==> src/logic/cdtc_pkg.sv <==
// package: register map, fields, reset values and timing constants
package cdtc_pkg;
    localparam logic [7:0] PERF_OFS  = 8'h40;
    localparam logic [7:0] CFG1_OFS  = 8'h41;
    localparam logic [7:0] CFG2_OFS  = 8'h42;
    localparam logic [7:0] L1DB_OFS  = 8'h43;
    localparam logic [7:0] DTC1_OFS  = 8'h44;
    localparam logic [7:0] PERF_RST  = 8'h00;
    localparam logic [7:0] CFG2_RST  = 8'h00;
    localparam logic [7:0] L1DB_RST  = 8'h00;
    localparam logic [7:0] DTC1_RST  = 8'h00;
    // writable bit masks, reserved bits read zero
    localparam logic [7:0] PERF_MASK = 8'hF1;
    localparam logic [7:0] CFG1_MASK = 8'hDF;
    localparam logic [7:0] CFG2_MASK = 8'hF7;
    localparam logic [7:0] L1DB_MASK = 8'hFF;
    localparam logic [7:0] DTC1_MASK = 8'hFF;
    localparam logic [1:0] CFG1_MUST = 2'h2;
    // field positions
    localparam int TAGX_LSB = 6;
    localparam int FASTNA_BIT = 5;
    localparam int SNOOP_BIT = 4;
    localparam int CHKPT_BIT = 0;
    localparam int BANK_BIT = 7;
    localparam int TYPE_BIT = 6;
    localparam int MTEST_BIT = 4;
    localparam int SIZE_LSB = 1;
    localparam int TAGDLY_BIT = 7;
    localparam int SRALLOC_BIT = 6;
    localparam int ABCACHE_BIT = 5;
    localparam int CLEAN_BIT = 4;
    localparam int MISS_BIT = 2;
    localparam int DIRTY_BIT = 1;
    localparam int L2ON_BIT = 0;
    localparam int ROW_LSB = 2;
    localparam int RAW_BIT = 1;
    localparam int L1ON_BIT = 0;
    localparam int EDOT_LSB = 6;
    localparam int EDOEN_BIT = 5;
    localparam int EDORD_BIT = 4;
    localparam int RCD_BIT = 3;
    localparam int PRE_BIT = 2;
    localparam int PMRD_BIT = 1;
    localparam int WR_BIT = 0;
    // timing counts in cpu clocks
    localparam logic [3:0] SLOW_T = 4'h3;
    localparam logic [3:0] FAST_T = 4'h2;
    localparam logic [3:0] PRE_SLOW = 4'h4;
    localparam logic [3:0] PRE_FAST = 4'h3;
    localparam logic [3:0] REF_SLOW = 4'h5;
    localparam logic [3:0] REF_FAST = 4'h4;
    localparam logic [3:0] PM_SLOW = 4'h4;
    localparam logic [10:0] EDO_BASE = 11'h080;
    // cache size codes and tag width codes
    localparam logic [1:0] SIZE_NONE = 2'h0;
    localparam logic [4:0] LIMIT_64M_LOG2 = 5'h1A;
    localparam int STRAP_BANK = 24;
    localparam int STRAP_TYPE = 23;
    localparam int STRAP_SIZE = 21;
    typedef enum logic [1:0] {
        CDTC_WR   = 2'b01,
        CDTC_RD   = 2'b10,
        CDTC_NONE = 2'b00
    } cdtc_cmd_type;
endpackage : cdtc_pkg

==> src/logic/cdtc_cfg_if.sv <==
// interface: configuration cycle port between host side and device
`timescale 1ns/1ns
interface cdtc_cfg_if;
    logic       cfgValid;
    logic       cfgWrite;
    logic [7:0] cfgIndex;
    logic [3:0] cfgByteEn;
    logic [31:0] cfgWdata;
    logic       cfgDone;
    logic [31:0] cfgRdata;
    modport dev  (input cfgValid, cfgWrite, cfgIndex, cfgByteEn, cfgWdata,
                  output cfgDone, cfgRdata);
    modport host (output cfgValid, cfgWrite, cfgIndex, cfgByteEn, cfgWdata,
                  input cfgDone, cfgRdata);
endinterface : cdtc_cfg_if

==> src/logic/cdtc_timing_calc.sv <==
// timing decode: turns dram timing bits into clock counts
`timescale 1ns/1ns
module cdtc_timing_calc
    import cdtc_pkg::*;
(
    input  wire logic [7:0]  dtc,
    output logic [3:0]       rasToCas,
    output logic [3:0]       precharge,
    output logic [3:0]       refreshRas,
    output logic [3:0]       edoReadBeat,
    output logic [3:0]       pageReadBeat,
    output logic [3:0]       writeBeat,
    output logic [10:0]      edoTimer
);
    function automatic logic [3:0] pick(input logic fast, input logic [3:0] slow);
        pick = fast ? 4'(slow - 4'h1) : slow;
    endfunction : pick
    always_comb begin
        rasToCas     = pick(dtc[RCD_BIT], SLOW_T);
        precharge    = pick(dtc[PRE_BIT], PRE_SLOW);
        refreshRas   = pick(dtc[PRE_BIT], REF_SLOW);
        edoReadBeat  = pick(dtc[EDORD_BIT], SLOW_T);
        pageReadBeat = pick(dtc[PMRD_BIT], PM_SLOW);
        writeBeat    = pick(dtc[WR_BIT], SLOW_T);
        edoTimer     = EDO_BASE << dtc[EDOT_LSB +: 2];
    end
endmodule : cdtc_timing_calc

==> src/logic/cdtc_device.sv <==
// device end: tuning registers and the controls they steer
//
// Design decision made in cdtc_host: the AXI4-Lite slave port.
`timescale 1ns/1ns
module cdtc_device
    import cdtc_pkg::*;
(
    input  wire logic        ref_clk,
    input  wire logic        rstn,
    cdtc_cfg_if.dev          cfg,
    input  wire logic [24:21] hostAddressStrap,
    input  wire logic        abRegionLocal,
    input  wire logic        cacheableCycle,
    input  wire logic        tagHit,
    input  wire logic        tagDirty,
    output logic             extraTagBitOutput,
    output logic [1:0]       rowStrobeAsTag,
    output logic             fastNextAddress,
    output logic [1:0]       snoopSampleClock,
    output logic [1:0]       hitCheckClock,
    output logic [1:0]       cacheBanks,
    output logic             pipelinedSram,
    output logic             coherenceTestMode,
    output logic [1:0]       cacheSize,
    output logic [4:0]       cacheableLimitLog2,
    output logic             tagHoldHalfClock,
    output logic             singleReadAllocate,
    output logic             abRegionCacheable,
    output logic             lookupHit,
    output logic             lookupDirty,
    output logic             l2Enable,
    output logic [5:0]       rowHalfWidth,
    output logic             readAroundWrite,
    output logic             cacheAllowN,
    output logic             edoDetectEnable,
    output logic [10:0]      edoTimerClocks,
    output logic [3:0]       rasToCasClocks,
    output logic [3:0]       prechargeClocks,
    output logic [3:0]       refreshRasClocks,
    output logic [3:0]       edoReadClocks,
    output logic [3:0]       pageReadClocks,
    output logic [3:0]       writeClocks
);
    typedef struct packed {
        logic [7:0]  perf;
        logic [7:0]  cfg1;
        logic [7:0]  cfg2;
        logic [7:0]  l1db;
        logic [7:0]  dtc1;
        logic        strapDone;
        logic        done;
        logic [31:0] rdata;
        logic        allowN;
        logic        hit;
        logic        dirty;
        logic [3:0]  r2c;
        logic [3:0]  pre;
        logic [3:0]  refr;
        logic [3:0]  edoRd;
        logic [3:0]  pmRd;
        logic [3:0]  wr;
        logic [10:0] edoT;
        logic        extraTag;
        logic [1:0]  rowTag;
        logic [1:0]  snoop;
        logic [1:0]  hitChk;
        logic [1:0]  banks;
        logic [4:0]  limit;
        logic        abc;
    } cdtc_dev_type;

    cdtc_dev_type s_q;
    cdtc_dev_type s_d;
    logic [3:0]  tR2c;
    logic [3:0]  tPre;
    logic [3:0]  tRef;
    logic [3:0]  tEdo;
    logic [3:0]  tPm;
    logic [3:0]  tWr;
    logic [10:0] tEdoT;

    cdtc_timing_calc uTiming (
        .dtc          (s_q.dtc1),
        .rasToCas     (tR2c),
        .precharge    (tPre),
        .refreshRas   (tRef),
        .edoReadBeat  (tEdo),
        .pageReadBeat (tPm),
        .writeBeat    (tWr),
        .edoTimer     (tEdoT)
    );

    // byte lane of a word aligned at 40h; 44h sits in the next word
    function automatic logic [7:0] merge(input logic [7:0] old, input logic [7:0] nv,
                                         input logic [7:0] mask);
        merge = (nv & mask) | (old & ~mask);
    endfunction : merge

    always_comb begin
        s_d = s_q;
        s_d.done = 1'b0;
        // straps caught once, the clock after reset release
        if (!s_q.strapDone) begin
            s_d.strapDone = 1'b1;
            s_d.cfg1[BANK_BIT] = hostAddressStrap[STRAP_BANK];
            s_d.cfg1[TYPE_BIT] = hostAddressStrap[STRAP_TYPE];
            s_d.cfg1[SIZE_LSB +: 2] = hostAddressStrap[STRAP_SIZE +: 2];
            s_d.cfg1[3] = CFG1_MUST[1];
            s_d.cfg1[0] = CFG1_MUST[0];
        end else if (cfg.cfgValid && !s_q.done) begin
            s_d.done = 1'b1;
            s_d.rdata = 32'h0000_0000;
            if (cfg.cfgIndex[7:2] == PERF_OFS[7:2]) begin
                if (cfg.cfgWrite) begin
                    if (cfg.cfgByteEn[0])
                        s_d.perf = merge(s_q.perf, cfg.cfgWdata[7:0], PERF_MASK);
                    if (cfg.cfgByteEn[1])
                        s_d.cfg1 = merge(s_q.cfg1, cfg.cfgWdata[15:8], CFG1_MASK);
                    if (cfg.cfgByteEn[2])
                        s_d.cfg2 = merge(s_q.cfg2, cfg.cfgWdata[23:16], CFG2_MASK);
                    if (cfg.cfgByteEn[3])
                        s_d.l1db = merge(s_q.l1db, cfg.cfgWdata[31:24], L1DB_MASK);
                end else begin
                    s_d.rdata = {s_q.l1db, s_q.cfg2, s_q.cfg1, s_q.perf};
                end
            end else if (cfg.cfgIndex[7:2] == DTC1_OFS[7:2]) begin
                if (cfg.cfgWrite) begin
                    if (cfg.cfgByteEn[0]) s_d.dtc1 = merge(s_q.dtc1, cfg.cfgWdata[7:0], DTC1_MASK);
                end else begin
                    s_d.rdata = {24'h00_0000, s_q.dtc1};
                end
            end
        end
        // lookup overrides: miss forces no hit; for dirty, clean wins over dirty
        s_d.hit = tagHit && !s_q.cfg2[MISS_BIT] && s_q.cfg2[L2ON_BIT]
                  && s_q.cfg1[SIZE_LSB +: 2] != SIZE_NONE;
        s_d.dirty = s_q.cfg2[CLEAN_BIT] ? 1'b0 :
                    (s_q.cfg2[DIRTY_BIT] ? 1'b1 : tagDirty);
        s_d.allowN = !(s_q.l1db[L1ON_BIT] && cacheableCycle);
        // decodes registered so every pin leaves a flip-flop, one clock late
        s_d.extraTag = s_q.perf[TAGX_LSB +: 2] != 2'h0;
        s_d.rowTag = {s_q.perf[TAGX_LSB +: 2] == 2'h3, s_q.perf[TAGX_LSB + 1]};
        s_d.snoop = s_q.perf[SNOOP_BIT] ? 2'h2 : 2'h3;
        s_d.hitChk = s_q.perf[CHKPT_BIT] ? 2'h2 : 2'h3;
        s_d.banks = s_q.cfg1[BANK_BIT] ? 2'h1 : 2'h2;
        // tag width 8..11 bits gives 64M..512M
        s_d.limit = 5'(LIMIT_64M_LOG2 + 5'(s_q.perf[TAGX_LSB +: 2]));
        s_d.abc = s_q.cfg2[ABCACHE_BIT] && abRegionLocal;
        s_d.r2c = tR2c;
        s_d.pre = tPre;
        s_d.refr = tRef;
        s_d.edoRd = tEdo;
        s_d.pmRd = tPm;
        s_d.wr = tWr;
        s_d.edoT = tEdoT;
    end

    always_ff @(posedge ref_clk or negedge rstn) begin
        if (!rstn) begin
            s_q <= '0;
            s_q.perf <= PERF_RST;
            s_q.cfg2 <= CFG2_RST;
            s_q.l1db <= L1DB_RST;
            s_q.dtc1 <= DTC1_RST;
            s_q.allowN <= 1'b1;
        end else begin
            s_q <= s_d;
        end
    end

    assign cfg.cfgDone  = s_q.done;
    assign cfg.cfgRdata = s_q.rdata;

    assign extraTagBitOutput  = s_q.extraTag;
    assign rowStrobeAsTag     = s_q.rowTag;
    assign fastNextAddress    = s_q.perf[FASTNA_BIT];
    assign snoopSampleClock   = s_q.snoop;
    assign hitCheckClock      = s_q.hitChk;
    assign cacheBanks         = s_q.banks;
    assign pipelinedSram      = s_q.cfg1[TYPE_BIT];
    assign coherenceTestMode  = s_q.cfg1[MTEST_BIT];
    assign cacheSize          = s_q.cfg1[SIZE_LSB +: 2];
    assign cacheableLimitLog2 = s_q.limit;
    assign tagHoldHalfClock   = s_q.cfg2[TAGDLY_BIT];
    assign singleReadAllocate = s_q.cfg2[SRALLOC_BIT];
    assign abRegionCacheable  = s_q.abc;
    assign lookupHit          = s_q.hit;
    assign lookupDirty        = s_q.dirty;
    assign l2Enable           = s_q.cfg2[L2ON_BIT];
    assign rowHalfWidth       = s_q.l1db[ROW_LSB +: 6];
    assign readAroundWrite    = s_q.l1db[RAW_BIT];
    assign cacheAllowN        = s_q.allowN;
    assign edoDetectEnable    = s_q.dtc1[EDOEN_BIT];
    assign edoTimerClocks     = s_q.edoT;
    assign rasToCasClocks     = s_q.r2c;
    assign prechargeClocks    = s_q.pre;
    assign refreshRasClocks   = s_q.refr;
    assign edoReadClocks      = s_q.edoRd;
    assign pageReadClocks     = s_q.pmRd;
    assign writeClocks        = s_q.wr;
endmodule : cdtc_device

==> src/flat_wrapper.sv <==
// flat-port wrapper written by rule: the top's interface ports become plain ports
module cdtc_device_flat import cdtc_pkg::*;
  (ref_clk, rstn, hostAddressStrap, abRegionLocal, cacheableCycle, tagHit, tagDirty, extraTagBitOutput, rowStrobeAsTag, fastNextAddress, snoopSampleClock, hitCheckClock, cacheBanks, pipelinedSram, coherenceTestMode, cacheSize, cacheableLimitLog2, tagHoldHalfClock, singleReadAllocate, abRegionCacheable, lookupHit, lookupDirty, l2Enable, rowHalfWidth, readAroundWrite, cacheAllowN, edoDetectEnable, edoTimerClocks, rasToCasClocks, prechargeClocks, refreshRasClocks, edoReadClocks, pageReadClocks, writeClocks, cfg_cfgValid, cfg_cfgWrite, cfg_cfgIndex, cfg_cfgByteEn, cfg_cfgWdata, cfg_cfgDone, cfg_cfgRdata);
  cdtc_cfg_if cfg_i ();
  input  wire logic ref_clk;
  input  wire logic rstn;
  input  wire logic [24:21] hostAddressStrap;
  input  wire logic abRegionLocal;
  input  wire logic cacheableCycle;
  input  wire logic tagHit;
  input  wire logic tagDirty;
  output logic extraTagBitOutput;
  output logic [1:0] rowStrobeAsTag;
  output logic fastNextAddress;
  output logic [1:0] snoopSampleClock;
  output logic [1:0] hitCheckClock;
  output logic [1:0] cacheBanks;
  output logic pipelinedSram;
  output logic coherenceTestMode;
  output logic [1:0] cacheSize;
  output logic [4:0] cacheableLimitLog2;
  output logic tagHoldHalfClock;
  output logic singleReadAllocate;
  output logic abRegionCacheable;
  output logic lookupHit;
  output logic lookupDirty;
  output logic l2Enable;
  output logic [5:0] rowHalfWidth;
  output logic readAroundWrite;
  output logic cacheAllowN;
  output logic edoDetectEnable;
  output logic [10:0] edoTimerClocks;
  output logic [3:0] rasToCasClocks;
  output logic [3:0] prechargeClocks;
  output logic [3:0] refreshRasClocks;
  output logic [3:0] edoReadClocks;
  output logic [3:0] pageReadClocks;
  output logic [3:0] writeClocks;
  input wire logic [$bits(cfg_i.cfgValid)-1:0] cfg_cfgValid;
  input wire logic [$bits(cfg_i.cfgWrite)-1:0] cfg_cfgWrite;
  input wire logic [$bits(cfg_i.cfgIndex)-1:0] cfg_cfgIndex;
  input wire logic [$bits(cfg_i.cfgByteEn)-1:0] cfg_cfgByteEn;
  input wire logic [$bits(cfg_i.cfgWdata)-1:0] cfg_cfgWdata;
  output wire logic [$bits(cfg_i.cfgDone)-1:0] cfg_cfgDone;
  output wire logic [$bits(cfg_i.cfgRdata)-1:0] cfg_cfgRdata;
  assign cfg_i.cfgValid = cfg_cfgValid;
  assign cfg_i.cfgWrite = cfg_cfgWrite;
  assign cfg_i.cfgIndex = cfg_cfgIndex;
  assign cfg_i.cfgByteEn = cfg_cfgByteEn;
  assign cfg_i.cfgWdata = cfg_cfgWdata;
  assign cfg_cfgDone = cfg_i.cfgDone;
  assign cfg_cfgRdata = cfg_i.cfgRdata;
  cdtc_device u_core (.ref_clk(ref_clk), .rstn(rstn), .cfg(cfg_i), .hostAddressStrap(hostAddressStrap), .abRegionLocal(abRegionLocal), .cacheableCycle(cacheableCycle), .tagHit(tagHit), .tagDirty(tagDirty), .extraTagBitOutput(extraTagBitOutput), .rowStrobeAsTag(rowStrobeAsTag), .fastNextAddress(fastNextAddress), .snoopSampleClock(snoopSampleClock), .hitCheckClock(hitCheckClock), .cacheBanks(cacheBanks), .pipelinedSram(pipelinedSram), .coherenceTestMode(coherenceTestMode), .cacheSize(cacheSize), .cacheableLimitLog2(cacheableLimitLog2), .tagHoldHalfClock(tagHoldHalfClock), .singleReadAllocate(singleReadAllocate), .abRegionCacheable(abRegionCacheable), .lookupHit(lookupHit), .lookupDirty(lookupDirty), .l2Enable(l2Enable), .rowHalfWidth(rowHalfWidth), .readAroundWrite(readAroundWrite), .cacheAllowN(cacheAllowN), .edoDetectEnable(edoDetectEnable), .edoTimerClocks(edoTimerClocks), .rasToCasClocks(rasToCasClocks), .prechargeClocks(prechargeClocks), .refreshRasClocks(refreshRasClocks), .edoReadClocks(edoReadClocks), .pageReadClocks(pageReadClocks), .writeClocks(writeClocks));
endmodule
==> config.mk <==
export PLATFORM = sky130hd
export DESIGN_NAME = cdtc_device_flat
export DESIGN_NICKNAME = d
export VERILOG_FILES = /design/src/logic/cdtc_pkg.sv /design/src/logic/cdtc_cfg_if.sv /design/src/logic/cdtc_timing_calc.sv /design/src/logic/cdtc_device.sv /design/src/flat_wrapper.sv
export SDC_FILE = /design/constraint.sdc
export NUM_CORES = 1
export LEC_CHECK = 0
export ABC_CLOCK_PERIOD_IN_PS = 2300
export BUFFER_PORTS_ARGS = -buffer_cell sky130_fd_sc_hd__buf_2
export CAP_MARGIN = 20
export CORE_MARGIN = 3
export CORE_UTILIZATION = 35
export CTS_BUF_LIST = sky130_fd_sc_hd__clkbuf_16
export DETAILED_ROUTE_END_ITERATION = 8
export REMOVE_ABC_BUFFERS = 1
export SLEW_MARGIN = 40
export SYNTH_ARGS = -nofsm -noshare
export SYNTH_HDL_FRONTEND = slang
export SYNTH_SLANG_ARGS = --single-unit
==> constraint.sdc <==
create_clock -name ref_clk -period 2.3 [get_ports ref_clk]
set_input_delay 0.115 -clock ref_clk [delete_from_list [all_inputs] [get_ports ref_clk]]
set_output_delay 0.115 -clock ref_clk [all_outputs]
set_load 0.02 [all_outputs]
Word-level counts from Yosys, hierarchy flattened

Cells that the tools add are included.

Register bits after elaboration: 120
Input bits: 56
Output and inout bits: 102
Word-level logic and storage cells: 86

Add/subtract/negate cells: 1
Equal/unequal tests: 7
Shifts and indexed selects: 1
Muxes and demuxes: 29
Bitwise operators: 4
Reductions and logical operators: 18

Operators by type and width:

| cell                                                               | count |
|---|---|
| 32-bit two-way mux                                                 | 4 |
| 33-bit two-way mux                                                 | 2 |
| 8-bit two-way mux                                                  | 8 |
| 24-bit two-way mux                                                 | 2 |
| 5-bit AND reduction                                                | 4 |
| 8-bit by 4-bit bitwise OR with 8-bit output                        | 2 |
| 6-bit by 5-bit == test with 1-bit output, second input constant    | 2 |
| 8-bit by 2-bit left shift with 11-bit output, first input constant | 1 |
| 1-bit two-way mux                                                  | 8 |
| 2-bit != test, second input constant                               | 4 |
| 8-bit by 6-bit bitwise OR with 8-bit output                        | 1 |
| 1-bit logical AND                                                  | 6 |
| 3-bit two-way mux                                                  | 2 |
| 6-bit AND reduction                                                | 1 |
| 4-bit by 3-bit adder with 5-bit output, first input constant       | 1 |
| 2-bit two-way mux                                                  | 2 |
| 4-bit two-way mux                                                  | 1 |
| 4-bit AND reduction                                                | 1 |
| 2-bit nonzero test                                                 | 2 |
| 1-bit zero test                                                    | 3 |
| 2-bit == test, second input constant                               | 1 |
| 2-bit AND reduction                                                | 1 |
| 1-bit NOT                                                          | 1 |

Logic depth before layout (Yosys ltp)

Depth after elaboration: 6
Depth in mapped cells: 7
Gate-level depth less buffers: 3

Cells and area by module

From an unflattened synthesis, not the netlist that was laid out.

Cells, all modules: 438
Area total of the unflattened synthesis: 5096.1 µm²

By module, submodules not included:

| module           | instances | cells each | area an instance (µm²) | sequential area each (µm²) |
|---|---|---|---|---|
| cdtc_device      | 1         | 401        | 4848.4                 | 2929.1 |
| cdtc_timing_calc | 1         | 37         | 247.7                  | 0.0 |

Worst setup path before layout

No wires, ideal clock.

Path kind: register -> register
Start: reg, netlist name u_core.cacheableLimitLog2[3]
End: reg u_core.s_q, in the netlist u_core.readAroundWrite
Setup time: 125 ps
Data arrival time: 1838 ps
Required time: 2175 ps
Slack: 337 ps
Cell stages (with the launch flop): 6
Path buffers: 2
Period minus slack after synthesis: 1963 ps
Cells stage by stage: dfrtp_1 -> buf_4 -> nand3b_1 -> buf_2 -> nor4_4 -> mux2_2

RTL lines:

| what             | line              | RTL |
|---|---|---|
| end: declaration | cdtc_device.sv:72 | `cdtc_dev_type s_q;` |

Worst setup path after layout

Start: reg u_core.s_q, in the netlist u_core.cfg.cfgDone
End: reg u_core.s_q, in the netlist u_core.cacheSize[1]

Cells in the longest elaborated chain, start to end: 4

RTL lines:

| what                                 | line               | RTL |
|---|---|---|
| 1-bit zero test                      | cdtc_device.sv:110 | `end else if (cfg.cfgValid && !s_q.done) begin` |
| 1-bit logical AND                    | cdtc_device.sv:110 |  |
| 2-bit != test (no source line)       | -                  |  |
| 4-bit AND reduction (no source line) | -                  |  |

Every way passes these cells.
A chain may end at the register's enable or synchronous reset.

==> impl_metrics.yaml <==
status:
  run_status: "completed"
setup_path:
  critPathMaxFanout: 25
  worstSetupPathType: "reg2reg"
  timing.critical_path.arrival_ps: 2020
  crit_required_ps: 2520
  setup.worst_path.start_class: "flop"
  worst_setup_path_end_kind: "flop"
cells_and_area:
  n_antenna_cell: 0
  multiInputGateArea_um2: 1117
  post-route-cell-area_um2: 4975
  stdcell_count: 558
  design.final.nets: 469
  finish.utilization: 0.4471
  number_of_fillers_in_the_final_layout: 1014
  area_added_between_synthesis_and_finish_pct: 22.04
  drive_above_1_share: 0.4904
  register_area_um2: 2278
synth:
  post_syn_area_um2: 4076
  synth_top_cells_by_count: "90 x sky130_fd_sc_hd__dfrtp_1, 89 x sky130_fd_sc_hd__buf_4, 37 x sky130_fd_sc_hd__mux2_2"
  syn-mean-instance-area_um2: 13.02
  synth.yosys.seq_area_share: 0.5589
  synth_seq_cells: 91
  netlist_top_cells_area: "sky130_fd_sc_hd__dfrtp_1 55%, sky130_fd_sc_hd__buf_4 16%, sky130_fd_sc_hd__mux2_2 10%"
  netlist.top_cell.by_area: "sky130_fd_sc_hd__dfrtp_1"
  synth.most_common_cell: "sky130_fd_sc_hd__dfrtp_1"
  yosysTopAreaCellShare: 0.5525
  yosysWarningCount: 0
  synth-main-ff-cell: "sky130_fd_sc_hd__dfrtp_1"
  syn-instance-count: 313
  synth-edff-count: 0
  postSynth.asyncResetShare: 1.000
  post_synth_num_cell_types: 30
route:
  routed-via-count: 2519
  avg_vias_per_cell: 4.514
  routed_wirelength_mm: 8.386
  antenna_violating_nets_post_route: 0
  detail_route.first_pass.iterations: 4
  wl_per_cell_um: 15.03
  remaining_drc_errors: 0
  initialDrtViolationCount: 101
cts:
  cts_buffers: 9
  cts.hold.buffers_added: 24
  clk_transition_reported_paths_ps: 60
  cts_max_path_buffers: 2
  cts_htree_levels: 3
  post-cts-setup-buffer-count: 0
  cts.root.buffer_cell: "sky130_fd_sc_hd__clkbuf_16"
  clkSinkCount: 91
  clkLatencyLatePin_ps: 340
  post_cts_resized: 0
  clock_tree_from_tritoncts: "built"
sta:
  setup_viol_count_final: 0
  layout_min_cycle_time_ps: 1800
  hold_viol_final: 0
  clock_skew_ps: 7.348
  fin_ws_ps: 500.4
  period_share: 0.7824
  fmax_mhz: 555.7
  max_slew_margin: 0.6202
  max_slew.worst_pin.slew_ps: 564.5
  hold_slack_ps: 12.34
  unrepaired_setup_endpoints_after_global_routing: "false"
  maxSlewViolCount: 0
global_routing:
  grt_antenna_before_repair: 0
  grt_use_total: 0.1367
  grt_pass1_vias: 2663
  wire_length_of_the_first_global_routing_pass_mm: 13.72
  grt_max_degree: 55
  grt.overflow.total: 0
floorplan:
  die_w_um: 113.9
  dieArea_um2: 12980
  io_pins: 158
  initial_utilization: 0.3664
  core-area_um2: 11130
  floorplan.die.height_um: 113.9
  fp-row-count: 38
pwr:
  pwr_density_cell_nw_per_um2: 734.9
  leakage_component_of_the_power_nw: 2.622
  worst_ir_drop_vdd_v: 0.0004279
placement:
  place.gp.congestion: 0.7156
  dp_hpwl_mm: 6.001
  postPlaceCellArea_um2: 4374
  preCtsSetupSlack_ps: 219.1
  port_buffers: 134
  dpl.cell_count: 517
flow_run:
  cap_viol_max_count: 0
min_path:
  hp-class: "in2reg"
==> power by group <==
part	internal, mW	switching (mW)
logic	0.121	0.177
clock network	1.07	0.630
registers	1.63	0.0236
==> cell families (layout without fill, tap and decap cells) <==
| family | count (synthesis) | in the layout | share of synthesized area |
|---|---|---|---|
| buf+inv | 107 | 194 | 0.1835 |
| flops | 91 | 91 | 0.5589 |
| mux | 41 | 41 | 0.1120 |
| simple gates | 41 | 41 | 0.07827 |
| compound gates | 31 | 31 | 0.06538 |
| other cells | 2 | 20 | 0.001842 |
==> path summary, 6_finish.rpt <==
check | startpoint | to | slack [ps] | cells after the start
max in group asynchronous | rstn | u_core.cacheAllowN$_DFF_PN1_ | 1310 | 3
min | cfg_cfgWdata[1] | u_core.s_q[88]$_DFFE_PN0P_ | 10 | 2
min reg2reg | u_core.s_q[95]$_DFFE_PN0P_ | u_core.cacheAllowN$_DFF_PN1_ | 430 | 1
max | u_core.cfg.cfgDone$_DFF_PN0_ | u_core.cacheSize[1]$_DFFE_PN0P_ | 500 | 4
max reg2reg | u_core.cfg.cfgDone$_DFF_PN0_ | u_core.cacheSize[1]$_DFFE_PN0P_ | 500 | 4
min in group asynchronous | rstn | u_core.cfg.cfgRdata[2]$_DFFE_PN0P_ | 290 | 2
==> per-stage QoR <==
| step | power [mW] | TNS [ps] |
|---|---|---|
| detailed placement | 1.959 | 0 |
| global route | 3.803 | 0 |
| CTS | 3.712 | 0 |
| finish | 3.656 | 0 |
| floorplan | 1.812 | -88190 |
| global placement | 1.953 | 0 |
==> worst max-delay path, cell delays in order (launching register included) <==
cell,delay (ps)
sky130_fd_sc_hd__dfrtp_1,390
sky130_fd_sc_hd__nand3b_1,220
sky130_fd_sc_hd__buf_12,210
sky130_fd_sc_hd__nor4_4,470
sky130_fd_sc_hd__mux2_2,390
==> registers in the layout, indices dropped and copies added (netlist names), 2 cells and up <==
name,cells
u_core.pageReadClocks,2
u_core.s_q,18
u_core.cacheableLimitLog2,3
u_core.rowHalfWidth,6
u_core.cacheBanks,2
u_core.edoTimerClocks,4
u_core.cacheSize,2
u_core.cfg.cfgRdata,30
u_core.rowStrobeAsTag,2
==> layout by cell type, fill, tap and decap left out, types with 8 or more instances in the layout <==
cell,count
sky130_fd_sc_hd__a22o_1,25
sky130_fd_sc_hd__buf_2,133
sky130_fd_sc_hd__buf_4,8
sky130_fd_sc_hd__clkbuf_16,9
sky130_fd_sc_hd__conb_1,20
sky130_fd_sc_hd__dfrtp_1,90
sky130_fd_sc_hd__dlygate4sd3_1,25
sky130_fd_sc_hd__inv_1,10
sky130_fd_sc_hd__mux2_2,37
sky130_fd_sc_hd__nand2_1,9
==> metal layers <==
metal / GRT usage / share of wire
met5: 0 / 0
met2: 0.2256 / 0.49
met4: 0.04671 / 0.015
met1: 0.1667 / 0.42
met3: 0.04775 / 0.081
==> cell type report <==
type / instances / area share
repair buffers: 168 / 0.2042
inverters: 10 / 0.007545
clock inverters: 7 / 0.02515
flip-flops and latches: 91 / 0.4580
clock buffers: 9 / 0.04527
well taps: 140 / 0.03521
multi-input cells: 133 / 0.2246
(Power assumes the default switching activity.)
